$ cat config.mk
export PLATFORM = sky130hd
export DESIGN_NAME = comm_loss_watchdog
export DESIGN_NICKNAME = d
export VERILOG_FILES = /design/src/guard_pkg.sv /design/src/comm_loss_watchdog.sv
export SDC_FILE = /design/constraint.sdc
export NUM_CORES = 2
export LEC_CHECK = 0
export BUFFER_PORTS_ARGS = -buffer_cell sky130_fd_sc_hd__buf_2
export CORE_MARGIN = 5
export CORE_UTILIZATION = 50
export CTS_BUF_LIST = sky130_fd_sc_hd__clkbuf_8
export DETAILED_ROUTE_END_ITERATION = 12
export GPL_TIMING_DRIVEN = 0
export PLACE_DENSITY = 0.71
export SYNTH_ARGS = -nofsm -noshare
export SYNTH_HDL_FRONTEND = slang
export SYNTH_SLANG_ARGS = --single-unit
$ cat constraint.sdc
create_clock -name clk_i -period 5 [get_ports clk_i]
set_input_delay 0.5 -clock clk_i [delete_from_list [all_inputs] [get_ports clk_i]]
set_output_delay 0.5 -clock clk_i [all_outputs]
set_load 0.005 [all_outputs]
$ cat src/guard_pkg.sv
// constants shared by the communication-loss watchdog
// assumes a 100 MHz system clock and a 32-bit classic wishbone register bus

package guard_pkg;

   // ------------------------------------------------------------
   // bus shape
   // ------------------------------------------------------------
   localparam int ADR_W = 18;
   localparam int IDX_W = 16;

   // ------------------------------------------------------------
   // register indices (byte address is four times the index)
   // ------------------------------------------------------------
   localparam logic [IDX_W-1:0] IDX_ENABLE = 16'hf0a0;
   localparam logic [IDX_W-1:0] IDX_ADVANCED = 16'hf0a2;
   localparam logic [IDX_W-1:0] IDX_TIMEOUT = 16'hf0a4;
   localparam logic [IDX_W-1:0] IDX_STRICT_ENABLE = 16'hf0aa;
   localparam logic [IDX_W-1:0] IDX_STRICT_KEY = 16'hf0ac;
   localparam logic [IDX_W-1:0] IDX_STRICT_CLEAR = 16'hf0ae;
   localparam logic [IDX_W-1:0] IDX_RESET_ACTION = 16'hf0b4;
   localparam logic [IDX_W-1:0] IDX_DIGITAL_ACTION = 16'hf0be;
   localparam logic [IDX_W-1:0] IDX_DIGITAL_LEVEL = 16'hf0c0;
   localparam logic [IDX_W-1:0] IDX_DIGITAL_DIRECTION = 16'hf0c2;
   localparam logic [IDX_W-1:0] IDX_DIGITAL_MASK = 16'hf0c4;
   localparam logic [IDX_W-1:0] IDX_ANALOG0_ACTION = 16'hf0c8;
   localparam logic [IDX_W-1:0] IDX_ANALOG0_VOLTAGE = 16'hf0ca;
   localparam logic [IDX_W-1:0] IDX_ANALOG1_ACTION = 16'hf0d2;
   localparam logic [IDX_W-1:0] IDX_ANALOG1_VOLTAGE = 16'hf0d4;
   localparam logic [IDX_W-1:0] IDX_IRQ_STATUS = 16'hf0e0;
   localparam logic [IDX_W-1:0] IDX_IRQ_MASK = 16'hf0e2;
   localparam logic [IDX_W-1:0] IDX_STATE = 16'hf0e4;
   localparam logic [IDX_W-1:0] IDX_ELAPSED = 16'hf0e6;

   // ------------------------------------------------------------
   // values and fields
   // ------------------------------------------------------------
   localparam logic [31:0] REG_RESET = 32'h0000_0000;
   localparam logic [31:0] ACTION_ON = 32'h0000_0001;
   localparam int ADV_FACTORY_BIT = 0;
   localparam int ADV_SAVED_BIT = 1;
   localparam int IRQ_TIMEOUT_BIT = 0;
   localparam int IRQ_KEY_BIT = 1;
   localparam int IRQ_W = 2;
   localparam int STATE_ARMED_BIT = 0;
   localparam int STATE_STRICT_BIT = 1;

   // ------------------------------------------------------------
   // timing
   // ------------------------------------------------------------
   localparam int CLK_PERIOD_NS = 10;
   localparam int NS_PER_S = 1_000_000_000;
   localparam int TICK_PERIOD_S = 1;
   localparam int TICK_CYCLES = TICK_PERIOD_S * NS_PER_S / CLK_PERIOD_NS;

   typedef enum logic {
      ST_IDLE = 1'b0,
      ST_RESET = 1'b1
   } seq_state_t;

endpackage

$ cat src/comm_loss_watchdog.sv
// communication-loss watchdog: seconds timer, clear sources, timeout actions
// assumes comm_seen_i and response_sent_i are one-cycle pulses on clk_i
//
// Function
// - enable register holding 1 arms the watchdog
// - any received communication clears the timer outside strict
// - expiry after timeout seconds runs enabled actions
// - sending a response restarts timeout outside strict
// - reset action register 1 resets device
// - digital action register 1 updates digital lines
// - lines driven to stored timeout levels
// - lines set to stored timeout directions
// - lines selected in mask stay untouched
// - analog output 0 loads stored voltage
// - analog output 1 loads stored voltage
// - advanced bit 0 reloads factory setup
// - advanced bit 1 reloads saved setup
// - strict mode ignores ordinary communication for clearing
// - strict clear needs key; otherwise any write
//
// The Wishbone interface to the registers was chosen for this implementation.

`timescale 1ns/1ps

module comm_loss_watchdog
   import guard_pkg::*;
#(
   parameter int TICK_LEN = TICK_CYCLES
) (
   // clock and reset
   input wire logic clk_i,
   input wire logic rst_i,
   // wishbone slave
   input wire logic [ADR_W-1:0] adr_i,
   input wire logic [31:0] dat_i,
   input wire logic [3:0] sel_i,
   input wire logic we_i,
   input wire logic cyc_i,
   input wire logic stb_i,
   output logic [31:0] dat_o,
   output logic ack_o,
   // host activity
   input wire logic comm_seen_i,
   input wire logic response_sent_i,
   // timeout actions
   output logic device_reset_o,
   output logic digital_update_o,
   output logic [31:0] digital_line_levels_o,
   output logic [31:0] digital_line_directions_o,
   output logic [31:0] digital_line_write_o,
   output logic analog0_load_o,
   output logic [31:0] analog0_value_o,
   output logic analog1_load_o,
   output logic [31:0] analog1_value_o,
   output logic load_factory_setup_o,
   output logic load_saved_setup_o,
   // interrupt
   output logic irq_o
);

   // ------------------------------------------------------------
   // register file
   // ------------------------------------------------------------
   logic [31:0] guard_enable, guard_advanced_options, guard_timeout_seconds;
   logic [31:0] guard_strict_enable, guard_strict_key, guard_reset_action;
   logic [31:0] guard_digital_action, guard_digital_level, guard_digital_direction;
   logic [31:0] guard_digital_mask, guard_analog0_action, guard_analog0_voltage;
   logic [31:0] guard_analog1_action, guard_analog1_voltage;
   logic [IRQ_W-1:0] irq_status, irq_mask;
   logic [31:0] next_guard_enable, next_guard_advanced_options, next_guard_timeout_seconds;
   logic [31:0] next_guard_strict_enable, next_guard_strict_key, next_guard_reset_action;
   logic [31:0] next_guard_digital_action, next_guard_digital_level, next_guard_digital_direction;
   logic [31:0] next_guard_digital_mask, next_guard_analog0_action, next_guard_analog0_voltage;
   logic [31:0] next_guard_analog1_action, next_guard_analog1_voltage;
   logic [IRQ_W-1:0] next_irq_status, next_irq_mask;
   logic [31:0] next_dat;
   logic next_ack, next_irq;

   // timer and sequencer state
   logic [31:0] div_count, sec_count, next_div_count, next_sec_count;
   seq_state_t state, next_state;
   logic next_device_reset, next_digital_update, next_analog0_load, next_analog1_load;
   logic next_load_factory, next_load_saved;
   logic [31:0] next_levels, next_directions, next_line_write, next_analog0_value, next_analog1_value;

   logic access, wr, rd;
   logic [IDX_W-1:0] idx;
   logic armed, strict, tick, clear_write, key_miss, clear_any, expire;

   function automatic logic [31:0] merge(input logic [31:0] old_v, input logic [31:0] new_v,
                                         input logic [3:0] lanes);
      logic [31:0] r;
      r = old_v;
      for (int b = 0; b < 4; b++) begin
         if (lanes[b]) begin
            r[b*8 +: 8] = new_v[b*8 +: 8];
         end
      end
      return r;
   endfunction

   // one access per request; ack drops the cycle after it rises
   assign access = cyc_i && stb_i && !ack_o;
   assign wr = access && we_i;
   assign rd = access && !we_i;
   assign idx = adr_i[ADR_W-1:2];

   assign armed = (guard_enable == ACTION_ON);
   assign strict = (guard_strict_enable == ACTION_ON);
   // clear register acts whether or not armed; all other registers stay writable while armed
   assign clear_write = wr && (idx == IDX_STRICT_CLEAR) && (!strict || dat_i == guard_strict_key);
   assign key_miss = wr && (idx == IDX_STRICT_CLEAR) && strict && (dat_i != guard_strict_key);
   assign clear_any = clear_write || (!strict && (comm_seen_i || response_sent_i));
   assign tick = (div_count == 32'(TICK_LEN - 1));
   // timeout of 0 behaves as 1 second
   assign expire = armed && !clear_any && tick && ((sec_count + 32'h1) >= guard_timeout_seconds);

   // ------------------------------------------------------------
   // bus and registers
   // ------------------------------------------------------------
   // config is read live by the action logic, so the host must disarm first
   always_comb begin
      next_guard_enable = guard_enable;
      next_guard_advanced_options = guard_advanced_options;
      next_guard_timeout_seconds = guard_timeout_seconds;
      next_guard_strict_enable = guard_strict_enable;
      next_guard_strict_key = guard_strict_key;
      next_guard_reset_action = guard_reset_action;
      next_guard_digital_action = guard_digital_action;
      next_guard_digital_level = guard_digital_level;
      next_guard_digital_direction = guard_digital_direction;
      next_guard_digital_mask = guard_digital_mask;
      next_guard_analog0_action = guard_analog0_action;
      next_guard_analog0_voltage = guard_analog0_voltage;
      next_guard_analog1_action = guard_analog1_action;
      next_guard_analog1_voltage = guard_analog1_voltage;
      next_irq_mask = irq_mask;
      next_irq_status = irq_status;
      next_ack = access;
      next_dat = 32'h0000_0000;
      if (wr) begin
         unique case (idx)
            IDX_ENABLE: next_guard_enable = merge(guard_enable, dat_i, sel_i);
            IDX_ADVANCED: next_guard_advanced_options = merge(guard_advanced_options, dat_i, sel_i);
            IDX_TIMEOUT: next_guard_timeout_seconds = merge(guard_timeout_seconds, dat_i, sel_i);
            IDX_STRICT_ENABLE: next_guard_strict_enable = merge(guard_strict_enable, dat_i, sel_i);
            IDX_STRICT_KEY: next_guard_strict_key = merge(guard_strict_key, dat_i, sel_i);
            IDX_RESET_ACTION: next_guard_reset_action = merge(guard_reset_action, dat_i, sel_i);
            IDX_DIGITAL_ACTION: next_guard_digital_action = merge(guard_digital_action, dat_i, sel_i);
            IDX_DIGITAL_LEVEL: next_guard_digital_level = merge(guard_digital_level, dat_i, sel_i);
            IDX_DIGITAL_DIRECTION: next_guard_digital_direction = merge(guard_digital_direction, dat_i, sel_i);
            IDX_DIGITAL_MASK: next_guard_digital_mask = merge(guard_digital_mask, dat_i, sel_i);
            IDX_ANALOG0_ACTION: next_guard_analog0_action = merge(guard_analog0_action, dat_i, sel_i);
            IDX_ANALOG0_VOLTAGE: next_guard_analog0_voltage = merge(guard_analog0_voltage, dat_i, sel_i);
            IDX_ANALOG1_ACTION: next_guard_analog1_action = merge(guard_analog1_action, dat_i, sel_i);
            IDX_ANALOG1_VOLTAGE: next_guard_analog1_voltage = merge(guard_analog1_voltage, dat_i, sel_i);
            IDX_IRQ_MASK: next_irq_mask = sel_i[0] ? dat_i[IRQ_W-1:0] : irq_mask;
            IDX_IRQ_STATUS: begin
               if (sel_i[0]) begin
                  next_irq_status = irq_status & ~dat_i[IRQ_W-1:0];
               end
            end
            default: ;
         endcase
      end
      if (rd) begin
         unique case (idx)
            IDX_ENABLE: next_dat = guard_enable;
            IDX_ADVANCED: next_dat = guard_advanced_options;
            IDX_TIMEOUT: next_dat = guard_timeout_seconds;
            IDX_STRICT_ENABLE: next_dat = guard_strict_enable;
            IDX_STRICT_KEY: next_dat = guard_strict_key;
            IDX_RESET_ACTION: next_dat = guard_reset_action;
            IDX_DIGITAL_ACTION: next_dat = guard_digital_action;
            IDX_DIGITAL_LEVEL: next_dat = guard_digital_level;
            IDX_DIGITAL_DIRECTION: next_dat = guard_digital_direction;
            IDX_DIGITAL_MASK: next_dat = guard_digital_mask;
            IDX_ANALOG0_ACTION: next_dat = guard_analog0_action;
            IDX_ANALOG0_VOLTAGE: next_dat = guard_analog0_voltage;
            IDX_ANALOG1_ACTION: next_dat = guard_analog1_action;
            IDX_ANALOG1_VOLTAGE: next_dat = guard_analog1_voltage;
            IDX_IRQ_STATUS: next_dat = 32'(irq_status);
            IDX_IRQ_MASK: next_dat = 32'(irq_mask);
            IDX_STATE: next_dat = 32'({strict, armed});
            IDX_ELAPSED: next_dat = sec_count;
            default: next_dat = 32'h0000_0000;
         endcase
      end
      // a new event beats a simultaneous write-one-to-clear
      if (expire) begin
         next_irq_status[IRQ_TIMEOUT_BIT] = 1'b1;
      end
      if (key_miss) begin
         next_irq_status[IRQ_KEY_BIT] = 1'b1;
      end
      next_irq = |(next_irq_status & next_irq_mask);
   end

   always_ff @(posedge clk_i) begin
      if (rst_i) begin
         guard_enable <= REG_RESET;
         guard_advanced_options <= REG_RESET;
         guard_timeout_seconds <= REG_RESET;
         guard_strict_enable <= REG_RESET;
         guard_strict_key <= REG_RESET;
         guard_reset_action <= REG_RESET;
         guard_digital_action <= REG_RESET;
         guard_digital_level <= REG_RESET;
         guard_digital_direction <= REG_RESET;
         guard_digital_mask <= REG_RESET;
         guard_analog0_action <= REG_RESET;
         guard_analog0_voltage <= REG_RESET;
         guard_analog1_action <= REG_RESET;
         guard_analog1_voltage <= REG_RESET;
         irq_status <= '0;
         irq_mask <= '0;
         ack_o <= 1'b0;
         dat_o <= REG_RESET;
         irq_o <= 1'b0;
      end else begin
         guard_enable <= next_guard_enable;
         guard_advanced_options <= next_guard_advanced_options;
         guard_timeout_seconds <= next_guard_timeout_seconds;
         guard_strict_enable <= next_guard_strict_enable;
         guard_strict_key <= next_guard_strict_key;
         guard_reset_action <= next_guard_reset_action;
         guard_digital_action <= next_guard_digital_action;
         guard_digital_level <= next_guard_digital_level;
         guard_digital_direction <= next_guard_digital_direction;
         guard_digital_mask <= next_guard_digital_mask;
         guard_analog0_action <= next_guard_analog0_action;
         guard_analog0_voltage <= next_guard_analog0_voltage;
         guard_analog1_action <= next_guard_analog1_action;
         guard_analog1_voltage <= next_guard_analog1_voltage;
         irq_status <= next_irq_status;
         irq_mask <= next_irq_mask;
         ack_o <= next_ack;
         dat_o <= next_dat;
         irq_o <= next_irq;
      end
   end

   // ------------------------------------------------------------
   // seconds timer
   // ------------------------------------------------------------
   // clearing also restarts the divider so a period is always whole seconds
   always_comb begin
      next_div_count = div_count + 32'h1;
      next_sec_count = sec_count;
      if (!armed || clear_any || expire) begin
         next_div_count = 32'h0;
         next_sec_count = 32'h0;
      end else if (tick) begin
         next_div_count = 32'h0;
         next_sec_count = sec_count + 32'h1;
      end
   end

   always_ff @(posedge clk_i) begin
      if (rst_i) begin
         div_count <= 32'h0;
         sec_count <= 32'h0;
      end else begin
         div_count <= next_div_count;
         sec_count <= next_sec_count;
      end
   end

   // ------------------------------------------------------------
   // timeout actions
   // ------------------------------------------------------------
   // i/o actions fire first; a reset one cycle later so they are seen before it
   always_comb begin
      next_state = state;
      next_device_reset = 1'b0;
      next_digital_update = 1'b0;
      next_analog0_load = 1'b0;
      next_analog1_load = 1'b0;
      next_load_factory = 1'b0;
      next_load_saved = 1'b0;
      next_levels = digital_line_levels_o;
      next_directions = digital_line_directions_o;
      next_line_write = digital_line_write_o;
      next_analog0_value = analog0_value_o;
      next_analog1_value = analog1_value_o;
      unique case (state)
         ST_IDLE: begin
            if (expire) begin
               if (guard_digital_action == ACTION_ON) begin
                  next_digital_update = 1'b1;
                  next_levels = guard_digital_level;
                  next_directions = guard_digital_direction;
                  next_line_write = ~guard_digital_mask;
               end
               if (guard_analog0_action == ACTION_ON) begin
                  next_analog0_load = 1'b1;
                  next_analog0_value = guard_analog0_voltage;
               end
               if (guard_analog1_action == ACTION_ON) begin
                  next_analog1_load = 1'b1;
                  next_analog1_value = guard_analog1_voltage;
               end
               next_load_factory = guard_advanced_options[ADV_FACTORY_BIT];
               next_load_saved = guard_advanced_options[ADV_SAVED_BIT];
               if (guard_reset_action == ACTION_ON) begin
                  next_state = ST_RESET;
               end
            end
         end
         ST_RESET: begin
            next_device_reset = 1'b1;
            next_state = ST_IDLE;
         end
      endcase
   end

   always_ff @(posedge clk_i) begin
      if (rst_i) begin
         state <= ST_IDLE;
         device_reset_o <= 1'b0;
         digital_update_o <= 1'b0;
         analog0_load_o <= 1'b0;
         analog1_load_o <= 1'b0;
         load_factory_setup_o <= 1'b0;
         load_saved_setup_o <= 1'b0;
         digital_line_levels_o <= REG_RESET;
         digital_line_directions_o <= REG_RESET;
         digital_line_write_o <= REG_RESET;
         analog0_value_o <= REG_RESET;
         analog1_value_o <= REG_RESET;
      end else begin
         state <= next_state;
         device_reset_o <= next_device_reset;
         digital_update_o <= next_digital_update;
         analog0_load_o <= next_analog0_load;
         analog1_load_o <= next_analog1_load;
         load_factory_setup_o <= next_load_factory;
         load_saved_setup_o <= next_load_saved;
         digital_line_levels_o <= next_levels;
         digital_line_directions_o <= next_directions;
         digital_line_write_o <= next_line_write;
         analog0_value_o <= next_analog0_value;
         analog1_value_o <= next_analog1_value;
      end
   end
endmodule

==> metrics.yaml <==
outcome:
  status: "finished, violations left"
  violations: "max-capacitance violations, max-slew violations, negative setup slack"
timing:
  tightest_slew_ps: 1490
  report.final.slew_viol_count: 1
  relSlewSlack_pct: -0.405
  finClkSkew_ps: 60.5
  finalHoldViolations: 0
  fin_crit_sh_pct: 101
  rsz0062_at_grt: "false"
  period_needed_ps: 5050
  max_freq_mhz: 198
  postLayoutSetupSlackWorst_ps: -46.4
  setup_viol: 2
setup_path:
  critPathMaxStageDelay_ps: 1130
  crit_path_frequent_cell: "clkbuf_1"
  path_class: "input pin to flop"
  reg2reg_from: "sec_count[17]"
  cp_max_fo: 10
  cp-startpoint: "adr_i[11]"
  cp-endpoint: "dat_o[30]"
  r2r_end: "digital_line_write_o[1]"
  slowest_stage: "clkdlybuf4s15_1"
  cp.required_ps: 5650
  arrival_ps: 5690
  r2r_cells: 17
  crit_chain: "buf_2 > nor4_2 > nand3_1 > clkbuf_1 > nor3_1 > clkdlybuf4s15_1 > clkbuf_1 > a221oi_1 > a31oi_1"
  start_kind: "input pin"
  cp-end-kind: "flop"
  r2r_slack_ps: 150
logic_synthesis:
  ys_dominant_reg_cell: "dfxtp_1"
  netlist_area_um2: 31400
  yosys_warnings: 0
  postSynthAreaPerCell_um2: 8.18
  synth-edff-count: 0
  postSynthCellCount: 3840
  ys_seq_area_share_pct: 45.7
  syn_nets: 3935
  ys_seq_elements: 717
  async_reset_ff_share_pct: 0
  yosysUniqueCellTypes: 65
die:
  core_um2: 61900
  start_util_pct: 50.7
  die_h_um: 261
  die_area_um2: 67900
  ioPinCount: 261
  row_count: 91
  fp.dieW_um: 261
detailed_routing:
  vias_per_cell: 6.52
  drtPass1Iterations: 10
  num_vias: 33600
  routedWlPerCell_um: 27.9
  drtAntennaViolNets: 0
  routed_wl_mm: 144
  route.detailed.drc: 0
  dr.first_iter.drc_count: 6247
cells_and_area:
  nNetsFinal: 4311
  layout-drive-gt1-share_pct: 12.0
  final_common_cell: "nand2_1"
  fillers: 5838
  final_cell_mix: "878 x nand2_1, 715 x dfxtp_1, 484 x a21oi_1"
  fin_cells: 5149
  area_delta_synth_final_pct: 15.9
cts:
  tritoncts: "yes"
  htree_levels: 3
  root_buffer: "clkbuf_8"
  path_clk_slew_ps: 60
  cts_max_path_buffers: 3
  cts_buffers: 116
  clkSinkCount: 717
  clock_latency_ps: 790
power:
  power_uw: 11500
  vdd_drop_max_mv: 0.193
  power_density_nw_per_um2: 317
  power_leakage_uw: 0.0122
global_routing:
  grt_max_degree: 17
  grt_pass1_vias: 30200
  grt-ovfl-total: 0
  antenna_found_initial: 5
  grtUsageTotal_pct: 40.4
  grt_first_pass_wirelength_mm: 203
job:
  maxCapViolations: 2
placement:
  dp_cells: 4931
  gp_congestion: 1.11
  dp_hpwl_mm: 109
  port_buffers: 253
worst_hold_path:
  worstHoldPathType: "input pin to flop"
worst min path at each step:
stage / to / startpoint / slack [ps] / depth (start not counted)
after floorplan: div_count[0] / div_count[0] / 420 / 1
after global placement: div_count[0] / div_count[0] / 430 / 1
after detailed placement: div_count[0] / div_count[0] / 440 / 1
after CTS: guard_enable[15] / dat_i[15] / 30 / 3
after global routing: guard_digital_level[31] / dat_i[31] / 30 / 3
final: guard_enable[15] / dat_i[15] / 50 / 3
worst max-delay path, delay by kind of cell:
family	cells	cell delay [ps]
compound gates	2	660
buf+inv	4	2340
simple gates	3	2170
routing by layer:
metal | GRT usage (%) | share of wire [%] | up-vias
li1 | - | - | 14300
met1 | 53.1 | 37 | 15800
met2 | 57.4 | 40 | 2746
met3 | 13.3 | 15 | 671
met4 | 24.7 | 8.0 | 4
met5 | 1.10 | 0.074 | -
cells in the mapped netlist (all sizes together), types with 4 or more instances:
cell type | number | share of area (%)
nor4 | 65 | 1.3
o21ai | 92 | 1.5
mux2i | 76 | 2.4
nand3 | 192 | 3.1
nand2 | 878 | 10
nor2b | 4 | 0.080
inv | 72 | 0.86
clkbuf | 230 | 2.7
nor2 | 111 | 1.3
a221oi | 65 | 1.8
buf | 39 | 0.72
ha | 34 | 1.4
a22oi | 4 | 0.096
dfxtp | 717 | 46
xnor2 | 72 | 2.0
nand3b | 98 | 2.3
a21oi | 484 | 7.7
nand4 | 47 | 0.94
or3 | 11 | 0.22
o221ai | 15 | 0.42
a222oi | 63 | 2.0
o31ai | 33 | 1.2
nor3 | 42 | 0.74
or2 | 6 | 0.12
a31oi | 33 | 0.66
nor4b | 11 | 0.31
xor2 | 15 | 0.42
o211ai | 4 | 0.096
nand2b | 201 | 4.0
or4 | 4 | 0.11
a22o | 65 | 1.8
o22ai | 5 | 0.12
and2 | 7 | 0.14
and3 | 12 | 0.24
repair_timing:
action	in CTS	in global routing
endpoints found under the setup margin	186	206
pin swaps	4	1
buffers inserted	6	1
resized for setup	15	15
hold buffers	0	0
cell families after synthesis:
logic type	after synthesis	share of synthesized area, %
xor+xnor	87	2.43
fa+ha+maj	34	1.35
buf+inv	341	4.32
mux	76	2.42
simple gates	1703	25.9
compound gates	882	17.9
flops	717	45.7
cell type report:
type | count | area (µm²) | share of cell area [%]
antenna | 5 | 12.5 | 0.0344
buffer | 266 | 1100 | 3.03
clock buffer | 162 | 2230 | 6.12
clock inverter | 47 | 229 | 0.629
inverter | 72 | 270 | 0.742
multi-input combinational | 2782 | 15800 | 43.4
sequential | 717 | 14400 | 39.4
tap | 837 | 1050 | 2.88
timing repair buffer | 261 | 1360 | 3.72
per-stage QoR:
| step | instance area [µm²] | setup slack [ps] | setup TNS, ps | util [%] | hold WS [ps] |
|---|---|---|---|---|---|
| final | 36400 | -46.4 | -59.9 | 58.8 | 45.5 |
| after global routing | 36400 | 17.1 | 0 | 58.8 | 34.6 |
| after CTS | 36300 | 35.7 | 0 | 58.7 | 27.1 |
| after detailed placement | 33800 | -803 | -126570 | 54.5 | 444 |
| after global placement | 33700 | -761 | -124480 | 54.5 | 433 |
| after floorplan | 31400 | 821 | 0 | - | 418 |
power by group:
group          internal [µW]  switching [µW]
combinational           90.8             347
clock                   2860            2520
sequential              5710           0.356
No activity file was read; power rests on OpenSTA's default activity.
